## src/design/sar_frame_pkg.sv

```systemverilog
/*
  Shared constants and types for the serial readout frame of the 10-bit sampling converter.
  Assumes one 20 MHz system clock on both ends of the link.
*/
package sar_frame_pkg;
   localparam int CODE_W = 10;
   localparam int WORD_W = 12;
   localparam int NEG_W = 7;
   localparam int OFFSET_W = 6;
   localparam int DIFF_W = 12;
   localparam int CNT_W = 6;

   localparam logic [CODE_W-1:0] BOTTOM_SCALE_CODE = 10'h000;
   localparam logic [CODE_W-1:0] MIDDLE_SCALE_CODE = 10'h200;
   localparam logic [CODE_W-1:0] TOP_SCALE_CODE = 10'h3FF;

   localparam logic [CNT_W-1:0] WORD_FALLS = 6'h0C;
   localparam logic [CNT_W-1:0] PWRUP_CAL_FALLS = 6'h10;
   localparam logic [CNT_W-1:0] RECAL_START_FALL = 6'h11;
   localparam logic [CNT_W-1:0] RECAL_FALLS = 6'h20;
   localparam logic [CNT_W-1:0] CAL_PERIODS = 6'h0F;

   localparam int CLK_PERIOD_NS = 50;
   localparam int ACQUIRE_INTERVAL_NS = 235;
   localparam int SELECT_TO_CLOCK_SETUP_NS = 15;
   localparam int SELECT_HIGH_NS = 60;
   localparam int LAST_CLOCK_TO_SELECT_NS = 10;
   localparam int ACQUIRE_INTERVAL_CYC = (ACQUIRE_INTERVAL_NS + CLK_PERIOD_NS - 1) / CLK_PERIOD_NS;
   localparam int SELECT_TO_CLOCK_SETUP_CYC =
      (SELECT_TO_CLOCK_SETUP_NS + CLK_PERIOD_NS - 1) / CLK_PERIOD_NS;
   localparam int SELECT_HIGH_CYC = (SELECT_HIGH_NS + CLK_PERIOD_NS - 1) / CLK_PERIOD_NS;
   localparam int LAST_CLOCK_TO_SELECT_CYC =
      (LAST_CLOCK_TO_SELECT_NS + CLK_PERIOD_NS - 1) / CLK_PERIOD_NS;
   localparam int GAP_CYC = (ACQUIRE_INTERVAL_CYC > SELECT_HIGH_CYC) ?
      ACQUIRE_INTERVAL_CYC : SELECT_HIGH_CYC;

   localparam int HALF_PERIOD_CYC = 8;
   localparam int HALF_MIN_CYC = 4;
   localparam int FIFO_DEPTH = 16;

   typedef enum logic [1:0] {
      H_IDLE = 2'b00,
      H_LOW = 2'b01,
      H_HIGH = 2'b10,
      H_GAP = 2'b11
   } host_state_e;
endpackage

```

## src/design/adc_link_if.sv

```systemverilog
/*
  Serial link between the converter and its host: select, serial clock, data out.
  Assumes the testbench joins both ends; released data reads low on the line.
*/
`timescale 1ns/1ns
interface adc_link_if;
   logic cs_n;
   logic sclk;
   logic sdo;
   logic sdo_oe_n;
   logic sdo_line;

   // Released line seen as low, as with a pull-down
   assign sdo_line = ~sdo_oe_n & sdo;

   modport device (
      input cs_n,
      input sclk,
      output sdo,
      output sdo_oe_n
   );
   modport host (
      output cs_n,
      output sclk,
      input sdo_line
   );
endinterface

```

## src/design/sar_frame_device.sv

```systemverilog
/*
  Converter end of the serial frame: sampling at select fall, word shift-out,
  power-up and in-operation offset calibration with its hidden correction store.
  Assumes select and serial clock arrive from the host unsynchronised and the
  analog value is presented as codes on the system clock.
*/
// Operation
// - Clamp input difference to bottom and top codes
// - Plain unsigned binary, ten bits resolution
// - Frame runs from select fall to rise
// - Host waits setup before first clock fall
// - Serial clock drives conversion; two zeros, result
// - First zero at select fall, rest per fall
// - Output low after twelve clocks
// - Select rise ends frame, releases output
// - Host leaves acquire interval between frames
// - First frame calibrates, output stays low
// - Power-up calibration needs sixteen clock falls
// - Short first frame leaves store unchanged
// - Host waits acquire interval after calibration
// - Store clears at reset, hidden from link
// - Inputs disconnected while calibrating
// - Results corrected by stored offset
// - Thirty-two falls in frame recalibrate
// - Long frame: word, calibrate falls 17-32
// - Frames after the first under thirty-two falls keep store
// - Host limits clock rate in calibration; this host keeps one HALF for every frame
// - Calibration spans fifteen clock periods
`timescale 1ns/1ns
module sar_frame_device
   import sar_frame_pkg::*;
(
   input wire logic clk,
   input wire logic rstn,
   adc_link_if.device link,
   input wire logic [CODE_W-1:0] analog_in_pos,
   input wire logic signed [NEG_W-1:0] analog_in_neg,
   input wire logic signed [OFFSET_W-1:0] offset_sense,
   output logic inputs_disconnect,
   output logic frame_active,
   output logic [CODE_W-1:0] result_code,
   output logic result_valid,
   output logic cal_done
);
   typedef struct packed {
      logic [1:0] cs_sync;
      logic [1:0] ck_sync;
      logic cs_prev;
      logic ck_prev;
      logic in_frame;
      logic first_pending;
      logic cal_frame;
      logic [CNT_W-1:0] falls;
      logic [WORD_W-1:0] shift;
      logic drive_n;
      logic signed [OFFSET_W-1:0] offset_correction_store;
      logic disc;
      logic [CODE_W-1:0] code;
      logic code_valid;
      logic done;
   } dev_s;

   localparam dev_s DEV_RESET = '{
      cs_sync: 2'h3,
      ck_sync: 2'h3,
      cs_prev: 1'b1,
      ck_prev: 1'b1,
      in_frame: 1'b0,
      first_pending: 1'b1,
      cal_frame: 1'b0,
      falls: '0,
      shift: '0,
      drive_n: 1'b1,
      offset_correction_store: '0,
      disc: 1'b0,
      code: '0,
      code_valid: 1'b0,
      done: 1'b0
   };

   dev_s q;
   dev_s d;
   logic cs_s;
   logic ck_s;
   logic cs_fall;
   logic cs_rise;
   logic ck_fall;
   logic [CNT_W-1:0] falls_next;
   logic [CODE_W-1:0] conv;

   // Ideal transfer: floor of the corrected difference, clamped at both ends
   function automatic logic [CODE_W-1:0] convert(
      input logic [CODE_W-1:0] pos,
      input logic signed [NEG_W-1:0] neg,
      input logic signed [OFFSET_W-1:0] ofs
   );
      logic signed [DIFF_W-1:0] diff;
      logic signed [DIFF_W-1:0] top;
      diff = $signed({2'b00, pos}) - DIFF_W'(neg) - DIFF_W'(ofs);
      top = $signed({2'b00, TOP_SCALE_CODE});
      if (diff < 0) begin
         return BOTTOM_SCALE_CODE;
      end else if (diff > top) begin
         return TOP_SCALE_CODE;
      end else begin
         return diff[CODE_W-1:0];
      end
   endfunction

   // True only on the fall that first brings the count to the target
   function automatic logic reaches(
      input logic [CNT_W-1:0] cur,
      input logic [CNT_W-1:0] nxt,
      input logic [CNT_W-1:0] tgt
   );
      return (cur != nxt) && (nxt == tgt);
   endfunction

   // Counter must pass the recal end, else a long frame never stores
   if (WORD_W != CODE_W + 2 || (1 << CNT_W) - 1 <= int'(RECAL_FALLS)) begin : g_bad_widths
      $error("sar_frame_device frame widths do not fit");
   end

   // Only the second stage of each synchroniser is looked at
   assign cs_s = q.cs_sync[1];
   assign ck_s = q.ck_sync[1];
   assign cs_fall = q.cs_prev & ~cs_s;
   assign cs_rise = ~q.cs_prev & cs_s;
   assign ck_fall = q.ck_prev & ~ck_s & q.in_frame & ~cs_s;
   // Counter saturates so very long frames cannot wrap into a new calibration
   assign falls_next = (q.falls == '1) ? q.falls : q.falls + 1'b1;
   assign conv = convert(analog_in_pos, analog_in_neg, q.offset_correction_store);

   always_comb begin
      d = q;
      d.cs_sync = {q.cs_sync[0], link.cs_n};
      d.ck_sync = {q.ck_sync[0], link.sclk};
      d.cs_prev = cs_s;
      d.ck_prev = ck_s;
      d.code_valid = 1'b0;
      d.done = 1'b0;
      if (cs_fall) begin
         d.in_frame = 1'b1;
         d.falls = '0;
         d.drive_n = 1'b0;
         d.first_pending = 1'b0;
         d.cal_frame = q.first_pending;
         if (q.first_pending) begin
            d.shift = '0;
            d.disc = 1'b1;
         end else begin
            d.shift = {2'b00, conv};
            d.code = conv;
            d.code_valid = 1'b1;
            d.disc = 1'b0;
         end
      end else if (cs_rise) begin
         d.in_frame = 1'b0;
         d.drive_n = 1'b1;
         d.shift = '0;
         d.disc = 1'b0;
         d.cal_frame = 1'b0;
      end else if (ck_fall) begin
         d.falls = falls_next;
         // shift, zero fill keeps line low
         d.shift = {q.shift[WORD_W-2:0], 1'b0};
         if (q.cal_frame) begin
            if (reaches(q.falls, falls_next, PWRUP_CAL_FALLS)) begin
               d.offset_correction_store = offset_sense;
               d.disc = 1'b0;
               d.done = 1'b1;
            end
         end else begin
            if (reaches(q.falls, falls_next, RECAL_START_FALL)) begin
               d.disc = 1'b1;
            end
            if (reaches(q.falls, falls_next, RECAL_FALLS)) begin
               d.offset_correction_store = offset_sense;
               d.disc = 1'b0;
               d.done = 1'b1;
            end
         end
      end
   end

   always_ff @(posedge clk or negedge rstn) begin
      if (!rstn) begin
         q <= DEV_RESET;
      end else begin
         q <= d;
      end
   end

   assign link.sdo = q.shift[WORD_W-1];
   assign link.sdo_oe_n = q.drive_n;
   assign inputs_disconnect = q.disc;
   assign frame_active = q.in_frame;
   assign result_code = q.code;
   assign result_valid = q.code_valid;
   assign cal_done = q.done;
endmodule

```

## src/flat_wrapper.sv

```systemverilog
// flat-port wrapper written by rule: the top's interface ports become plain ports
module sar_frame_device_flat import sar_frame_pkg::*;
  (clk, rstn, analog_in_pos, analog_in_neg, offset_sense, inputs_disconnect, frame_active, result_code, result_valid, cal_done, link_cs_n, link_sclk, link_sdo, link_sdo_oe_n);
  adc_link_if link_i ();
  input wire logic clk;
  input wire logic rstn;
  input wire logic [CODE_W-1:0] analog_in_pos;
  input wire logic signed [NEG_W-1:0] analog_in_neg;
  input wire logic signed [OFFSET_W-1:0] offset_sense;
  output logic inputs_disconnect;
  output logic frame_active;
  output logic [CODE_W-1:0] result_code;
  output logic result_valid;
  output logic cal_done;
  input wire logic [$bits(link_i.cs_n)-1:0] link_cs_n;
  input wire logic [$bits(link_i.sclk)-1:0] link_sclk;
  output wire logic [$bits(link_i.sdo)-1:0] link_sdo;
  output wire logic [$bits(link_i.sdo_oe_n)-1:0] link_sdo_oe_n;
  assign link_i.cs_n = link_cs_n;
  assign link_i.sclk = link_sclk;
  assign link_sdo = link_i.sdo;
  assign link_sdo_oe_n = link_i.sdo_oe_n;
  sar_frame_device u_core (.clk(clk), .rstn(rstn), .link(link_i), .analog_in_pos(analog_in_pos), .analog_in_neg(analog_in_neg), .offset_sense(offset_sense), .inputs_disconnect(inputs_disconnect), .frame_active(frame_active), .result_code(result_code), .result_valid(result_valid), .cal_done(cal_done));
endmodule
```

## config.mk

```make
export PLATFORM = sky130hd
export DESIGN_NAME = sar_frame_device_flat
export DESIGN_NICKNAME = d
export VERILOG_FILES = /design/src/design/sar_frame_pkg.sv /design/src/design/adc_link_if.sv /design/src/design/sar_frame_device.sv /design/src/flat_wrapper.sv
export SDC_FILE = /design/constraint.sdc
export NUM_CORES = 1
export LEC_CHECK = 0
export ABC_AREA = 1
export BUFFER_PORTS_ARGS = -buffer_cell sky130_fd_sc_hd__buf_2
export CAP_MARGIN = 40
export CORE_MARGIN = 2
export CORE_UTILIZATION = 30
export DETAILED_ROUTE_END_ITERATION = 6
export PLACE_DENSITY = 0.53
export SLEW_MARGIN = 5
export SYNTH_ARGS = -nofsm -noshare
export SYNTH_HDL_FRONTEND = slang
export SYNTH_SLANG_ARGS = --single-unit
```

## constraint.sdc

```tcl
create_clock -name clk -period 3.9 [get_ports clk]
set_input_delay 0.39 -clock clk [delete_from_list [all_inputs] [get_ports clk]]
set_output_delay 0.39 -clock clk [all_outputs]
set_load 0.01 [all_outputs]
```

Yosys cells after proc, flatten, opt, wreduce, memory -nomap -nowiden. Cells that the tools add are included.

Word-level logic and storage cells: 78. Input bits: 27. Output and inout bits: 16. Register bits: 47.

Reductions and logical operators: 12. Equal/unequal tests: 8. Bitwise gates (word level): 11. $add $sub $neg: 3. Magnitude comparators: 2. Multiplexer cells: 27.

Operators with widths (number): $mux W10 (3); $mux W7 (3); $mux W20 (1); $mux W18 (1); $mux W1 (16); $eq A6 B5 Y1 const B (2); $eq A6 B6 Y1 const B (2); $gt A12 B11 Y1 const B (1); $lt A12 B1 Y1 const B (1); $mux W12 (1); $mux W6 (2); $sub A11 B7 Y12 (1); $sub A12 B6 Y12 (1); $add A6 B1 Y6 const B (1); $ne A6 B6 Y1 (1); $not A1 Y1 (6); $reduce_bool A2 Y1 (3); $and A1 B1 Y1 (5); $reduce_and A5 Y1 (1); $reduce_bool A5 Y1 (1); $ne A4 B4 Y1 const B (1); $reduce_and A2 Y1 (2); $logic_and A1 B1 Y1 (3); $reduce_and A3 Y1 (1); other kinds (3) (3).

Logic depth before layout (Yosys ltp). Gate-level depths: netlist (run 1).

Word-level depth: 10. Gate-level depth with buffers: 17. Mapped depth without buffers: 17.

Worst setup path after synthesis (run 1). No wires, ideal clock.

Path kind: input to register. Start: in analog_in_neg[0]. End: reg u_core.q[26] in the netlist's numbering. Arrival time: 2557 ps. Buffers on the path: 0. Slack: 1225 ps. Data required time: 3782 ps. Cell stages on the path: 16. Path through: inv_1 > fa_1 > inv_1 > ha_1 > nor2_1 > inv_1 > fa_1 > nand3_1 > nand3_1 > a21oi_1 > xor2_1 > nand2_1 > nand2_1 > nand2_1 > nand2_1 > nand2_1.

Cells in the longest elaborated chain, start to end: 7. Elaborated cells on any way between the ends: 8. Those cells by class: add/sub (2); order compare (2); mux (4).

Ends and longest elaborated chain: from (decl) (line flat_wrapper.sv:8) `input wire logic signed [NEG_W-1:0] analog_in_neg;`; $sub A11 B7 Y12 * (line sar_frame_device.sv:99) `diff = $signed({2'b00, pos}) - DIFF_W'(neg) - DIFF_W'(ofs);`; $sub A12 B6 Y12 * (line sar_frame_device.sv:99); $gt A12 B11 Y1 (line sar_frame_device.sv:103) `end else if (diff > top) begin`; $mux W10 (line sar_frame_device.sv:103); $mux W10 * (line sar_frame_device.sv:101) `if (diff < 0) begin`; $mux W10 * (line sar_frame_device.sv:148) `if (q.first_pending) begin`; $mux W20 * (line sar_frame_device.sv:142) `if (cs_fall) begin`; to (signal assigned) (line sar_frame_device.sv:188) `q <= DEV_RESET;`; to (signal assigned) (line sar_frame_device.sv:190) `q <= d;`; to (decl) (line sar_frame_device.sv:81) `dev_s q;`.

Mark *: on every way between the ends. The rest lies on a longest branch, timed or not. A chain may end at the register's enable or synchronous reset.

Final worst setup path (run 1).
Start: reg u_core.q[18] in the netlist's numbering. End: reg u_core.q[21] in the netlist's numbering.

Cells in the longest elaborated chain, start to end: 6. Elaborated cells on any way between the ends: 7. Those cells by class: add/sub (1); order compare (2); mux (4).

Ends and longest elaborated chain (line): $sub A12 B6 Y12 * (sar_frame_device.sv:99); $gt A12 B11 Y1 (sar_frame_device.sv:103); $mux W10 (sar_frame_device.sv:103); $mux W10 * (sar_frame_device.sv:101); $mux W10 * (sar_frame_device.sv:148); $mux W20 * (sar_frame_device.sv:142).

Marks and branches as above.

==> impl_metrics.json, run 1 <==
{
  "cts_inserted_buffers": 5,
  "ys_types": 30,
  "syn_to_final_growth_pct": 14.0,
  "setup_viol_count_final": 0,
  "grt_start_max_net_pins": 28,
  "detail-route-antenna-nets": 0,
  "p_comb_share_pct": 44.1,
  "cts-root-buf": "clkbuf_8",
  "internal-power_mw": 1.11,
  "netSwitchingFraction_pct": 40.4,
  "ff_latch_area_um2": 1190,
  "placed_cell_area_um2": 3470,
  "synth_top_area_share_pct": 31.0,
  "endpoint_kind": "register",
  "required_ps": 4140,
  "hpwl_um": 5370,
  "antenna_found_initial": 0,
  "die-area_um2": 11300,
  "syn_area_um2": 3150,
  "slew_headroom_pct": 60.2,
  "min_path_type": "input pin to asynchronous set/reset pin",
  "cp.arrival_ps": 3140,
  "h-tree-depth": 2,
  "p_leak_nw": 2.00,
  "nFillCells": 1100,
  "cp-start-kind": "register",
  "clk_latency_ps": 300,
  "cts_setup_buffers": 0,
  "multi_input_area_um2": 1670,
  "fin_skew_ps": 7.03,
  "syn_area_per_cell_um2": 7.78,
  "largest_reg_flops": 27,
  "clockPowerShare_pct": 20.2,
  "rows": 37,
  "drt_pass1_iterations": 4,
  "die_x_um": 106,
  "initial_core_util_pct": 30.6,
  "tightest_slew_ps": 598,
  "clk_pin_slew_ps": 100,
  "fmax_mhz": 345,
  "slew_violations": 0,
  "largest_register": "u_core.q",
  "path_max_fanout": 10,
  "vias_per_cell": 4.39,
  "hold_viol_final": 0,
  "overflow": 0,
  "synth_top_cell_by_area": "dfrtp_1",
  "routed_wl_um": 6730,
  "placedCellCount": 572,
  "layout_min_cycle_time_ps": 2900,
  "drc_errors": 0,
  "portBuffers": 42,
  "track_usage_pct": 13.0,
  "die_y_um": 106,
  "pwr_density_cell_nw_per_um2": 517,
  "cts-hold-fix-buffers": 0,
  "coreArea_um2": 10300,
  "stdcell_area_um2": 3590,
  "vias": 2544,
  "path_class": "register to register",
  "tritoncts": "yes",
  "grt_pass1_wl_um": 11900,
  "period_share_pct": 74.3,
  "timing.hold.ws_ps": 27.2,
  "ys_warn_count": 0,
  "maxCapViolCount": 0,
  "grt_pass1_vias": 2527,
  "cts-resized-gates": 0,
  "first_iter_violations": 95,
  "fin_cells": 580,
  "wl_per_cell_um": 11.6,
  "status": "completed",
  "switchingPower_uw": 750,
  "vdd.ir_drop.worst_uv": 200,
  "num_antenna_cells": 0,
  "fin_nets": 500,
  "gp_congestion": 0.815,
  "synthCells": 405,
  "rsz0062_at_grt": "no",
  "synth-seq-cells": 47,
  "clock_path_buffers": 2,
  "seq_power_share_pct": 35.7,
  "drive_above_1_share_pct": 17.8,
  "synth-seq-area-share_pct": 37.7,
  "final.setup.tns_ps": 0,
  "io_pins": 43,
  "reg2regPathDepth": 14,
  "synth.net_count": 462,
  "cts.sinks": 47,
  "ys_top_cells_by_area": "dfrtp_1 (31%), nand2_1 (19%), ha_1 (7.5%)"
}
## through the flow
stage / setup WS (ps) / power (mW) / utilization [%]
finish: 1000 / 1.86 / 34.9
global route: 682 / 2.04 / 34.9
CTS: 1010 / 1.88 / 34.9
detailed placement: 878 / 1.50 / 33.8
global placement: 921 / 1.49 / 33.6
floorplan: 1220 / 1.32 / -
## final cells by class
cell class / count / share of cell area (%)
multi-input cells: 291 / 46.6
flip-flops and latches: 47 / 33.0
repair buffers: 45 / 6.83
inverters: 53 / 5.54
well taps: 136 / 4.74
clock buffers: 5 / 1.92
clock inverters: 3 / 1.29
## worst max-delay path, stage by stage, from the launching register on
cell and delay [ps]:
dfrtp_1 460, inv_1 260, fa_1 480, ha_1 390, nand2_1 90, nand2_1 70, a21oi_1 240, nand3_1 150
nand2_1 80, nand2_1 80, nor2_4 200, o21ai_1 170, nand2_1 90, nand2_1 50, nand2_1 60
## routing by layer
layer / vias to the layer above / part of all wire [%] / global-route usage [%]
li1: 1330 / - / -
met1: 1167 / 50 / 17.6
met2: 42 / 46 / 21.7
met3: 5 / 3.3 / 2.15
met4: 0 / 0.95 / 3.06
met5: - / 0 / 0
## cell usage in the layout, fill, tap and decap left out, types with 2 or more instances in the layout
master,Yosys,final
nand2_1,159,159
inv_1,51,51
buf_2,0,42
dfrtp_1,39,39
nand3_1,19,19
ha_1,19,19
nor2_1,17,17
a21oi_1,13,13
nand4_1,12,12
fa_1,11,11
nand2_2,8,8
dfstp_2,8,8
xnor2_1,5,5
o21ai_0,5,5
o22ai_1,5,5
clkbuf_8,0,5
xor2_1,4,4
nor2_2,2,2
a21oi_4,2,2
nor2_4,2,2
buf_4,10,2
## cell usage after synthesis, drive strengths merged
library cell and number:
nor3b 1, and3 1, o21ai 7, ha 19, o21bai 1, nand3 20
nand4 12, dfrtp 39, dfstp 8, clkbuf 4, or2 1, inv 52
xnor2 5, fa 11, nand2 167, a21oi 15, xor2 4, o31ai 1
buf 10, clkinv 1, o22ai 5, nor2 21
## cell families after synthesis
kind of cell	count (synthesis)	synth area share (%)
buffers and inverters	67	9.18
adder cells (fa/ha/maj)	30	14.5
XOR/XNOR	9	2.50
AND/OR/NAND/NOR	223	30.3
flip-flops	47	37.7
AO/OA/AOI/OAI	29	5.80
## worst paths after layout
| check | start | endpoint | slack [ps] |
|---|---|---|---|
| setup / recovery | u_core.q[18] | u_core.q[21] | 1000 |
| hold / removal | rstn | u_core.q[33] | 30 |
| setup reg to reg | u_core.q[18] | u_core.q[21] | 1000 |
| hold reg to reg | u_core.d[46] | u_core.cs_s | 360 |
| max in group asynchronous | rstn | u_core.result_code[0] | 3370 |
| min in group clk | link_sclk | u_core.d[44] | 180 |
## power groups by stage
stage / clock, mW / sequential [mW] / combinational [mW]
2_1_floorplan: 0 / 0.656 / 0.664
3_3_place_gp: 0 / 0.668 / 0.825
3_5_place_dp: 0 / 0.671 / 0.826
4_1_cts: 0.387 / 0.663 / 0.831
5_1_grt: 0.409 / 0.677 / 0.953
6_report: 0.375 / 0.662 / 0.819
(Power assumes the default switching activity.)
==> run 2, diff against run 1 <==
==> constraint.sdc (replaced) <==
create_clock -name clk -period 2.8 [get_ports clk]
set_input_delay 0.28 -clock clk [delete_from_list [all_inputs] [get_ports clk]]
set_output_delay 0.28 -clock clk [all_outputs]
set_load 0.01 [all_outputs]
==> impl_metrics.json, run 2 (synthesis gave the netlist of run 1 again) <==
{
  "period_share_pct": 96.2,
  "initial_core_util_pct": 30.6,
  "reg2reg_from": "u_core.q[13]",
  "switchingPower_mw": 1.16,
  "pwr_density_cell_nw_per_um2": 740,
  "cp-start-kind": "register",
  "syn_to_final_growth_pct": 24.4,
  "fin_nets": 522,
  "nFillCells": 1093,
  "final_cell_mix": "nand2_1 (148), inv_1 (48), buf_2 (42)",
  "maxCapViolCount": 0,
  "fin_skew_ps": 13.8,
  "rr_endpoint": "u_core.q[26]",
  "cts.sinks": 47,
  "track_usage_pct": 13.7,
  "tritoncts": "yes",
  "hpwl_um": 5570,
  "final_core_util_pct": 38.1,
  "seq_power_share_pct": 31.7,
  "endpoint_kind": "register",
  "mostFrequentLayoutCell": "nand2_1",
  "layout_min_cycle_time_ps": 2690,
  "cp_slowest_cell": "fa_1",
  "grt_start_max_net_pins": 28,
  "grt_util_met1_pct": 18.2,
  "clk_latency_ps": 310,
  "p_leak_nw": 2.12,
  "internal-power_mw": 1.74,
  "grtUsageMet3_pct": 3.00,
  "rsz0062_at_grt": "yes",
  "drt_pass1_iterations": 4,
  "endpoint": "u_core.q[26]",
  "vias_per_cell": 4.41,
  "required_ps": 3000,
  "setup_viol_count_final": 0,
  "total_power_mw": 2.90,
  "h-tree-depth": 2,
  "largest_reg_flops": 27,
  "die-area_um2": 11300,
  "portBuffers": 42,
  "multi_input_area_um2": 1840,
  "gp_congestion": 0.812,
  "coreArea_um2": 10300,
  "path_common_cell": "nand2_1",
  "busiest_layer": "met2",
  "cp.arrival_ps": 2900,
  "io_pins": 43,
  "status": "completed",
  "routed_wl_um": 7250,
  "slowest_delay_ps": 550,
  "die_x_um": 106,
  "reg2regPathDepth": 16,
  "overflow": 0,
  "netSwitchingFraction_pct": 40.0,
  "slew_violations": 0,
  "worstPathCellList": "inv_2, fa_1, inv_1, ha_2, nor2_4, inv_2, fa_2, nand3_2, nand3_4, a21oi_2, xor2_1, nand2_1, nand2_2, nand2_2, nand2_1, nand2_1",
  "largest_register": "u_core.q",
  "clockPowerShare_pct": 18.5,
  "antenna_found_initial": 0,
  "vias": 2657,
  "vdd.ir_drop.worst_uv": 242,
  "drc_errors": 0,
  "clk_pin_slew_ps": 90,
  "placed_cell_area_um2": 3540,
  "grt_pass1_vias": 2651,
  "crit_start": "u_core.q[13]",
  "path_class": "register to register",
  "path_max_fanout": 3,
  "clock_path_buffers": 2,
  "ff_latch_area_um2": 1190,
  "die_y_um": 106,
  "p_comb_share_pct": 49.8,
  "drive_above_1_share_pct": 28.3,
  "stdcell_area_um2": 3920,
  "cts-root-buf": "clkbuf_8",
  "cts_inserted_buffers": 5,
  "num_antenna_cells": 0,
  "first_iter_violations": 69,
  "slew_headroom_pct": 66.6,
  "grt_use_met2_pct": 22.7,
  "fmax_mhz": 371,
  "wl_per_cell_um": 12.0,
  "r2r_setup_slack_ps": 110,
  "tightest_slew_ps": 502,
  "detail-route-antenna-nets": 0,
  "min_path_type": "input pin to register",
  "grt_pass1_wl_um": 12300,
  "hold_viol_final": 0,
  "rows": 37
}
-- run 2: changes by cell type in the layout (fill, tap and decap cells not counted), moves of 4 or more --
cell and change:
nand2_2 +11, nand2_1 -11, buf_4 +19, ha_1 -7, nand3_1 -4, ha_2 +4
-- run 2: critical path, delay by kind of cell, from the launching register on --
kind	cells	cell delay, ps
AO/OA/AOI/OAI	1	150
XOR/XNOR	1	160
adder cells (fa/ha/maj)	3	1150
buffers and inverters	3	160
flip-flops	1	370
AND/OR/NAND/NOR	8	600
-- run 2: final cells by class --
type | count | share of cell area, %
sequential | 47 | 30.3
tap | 136 | 4.35
clock buffer | 6 | 2.11
clock inverter | 2 | 0.990
timing repair buffer | 65 | 10.2
multi-input combinational | 293 | 47.0
inverter | 53 | 5.14
-- run 2: worst min-delay path by stage --
stage / startpoint / end / cells past startpoint
after detailed placement: rstn / u_core.q[33] / 1
after CTS: link_sclk / u_core.d[44] / 1
after global placement: u_core.d[44] / u_core.ck_s / 0
after floorplan: rstn / u_core.cal_done / 0
after global routing: link_sclk / u_core.d[44] / 1
final: link_sclk / u_core.d[44] / 1
-- run 2: stage by stage --
stage | setup TNS, ps | instances | hold WS, ps | setup WS [ps]
final | 0 | 602 | 63.9 | 107
after global routing | -397 | 602 | 31.0 | -69.2
after CTS | 0 | 590 | 46.3 | 22.0
after detailed placement | -37.2 | 581 | 274 | -31.3
after global placement | -8.90 | 580 | 346 | -8.90
after floorplan | 0 | 405 | -15.6 | 209
-- run 2: power groups by stage --
stage          registers [mW]  logic (mW)  clock network, mW
2_1_floorplan           0.914       0.924                  0
6_report                0.920        1.44              0.536
3_3_place_gp            0.926        1.19                  0
3_5_place_dp            0.933        1.20                  0
4_1_cts                 0.921        1.22              0.559
5_1_grt                 0.942        1.63              0.583
-- run 2: layer usage --
metal  vias to the layer above  wire length (um)
li1                       1375                 -
met1                      1231              3500
met2                        44              3410
met3                         7               257
met4                         0                76
met5                         -                 0
-- run 2: what timing repair did --
action	in CTS	in global routing
setup buffers	0	10
gates resized for setup	3	35
hold buffers	1	0
gates cloned	0	2
endpoints found under the hold margin	12	0
pin swaps	0	12
setup endpoints to repair	4	20
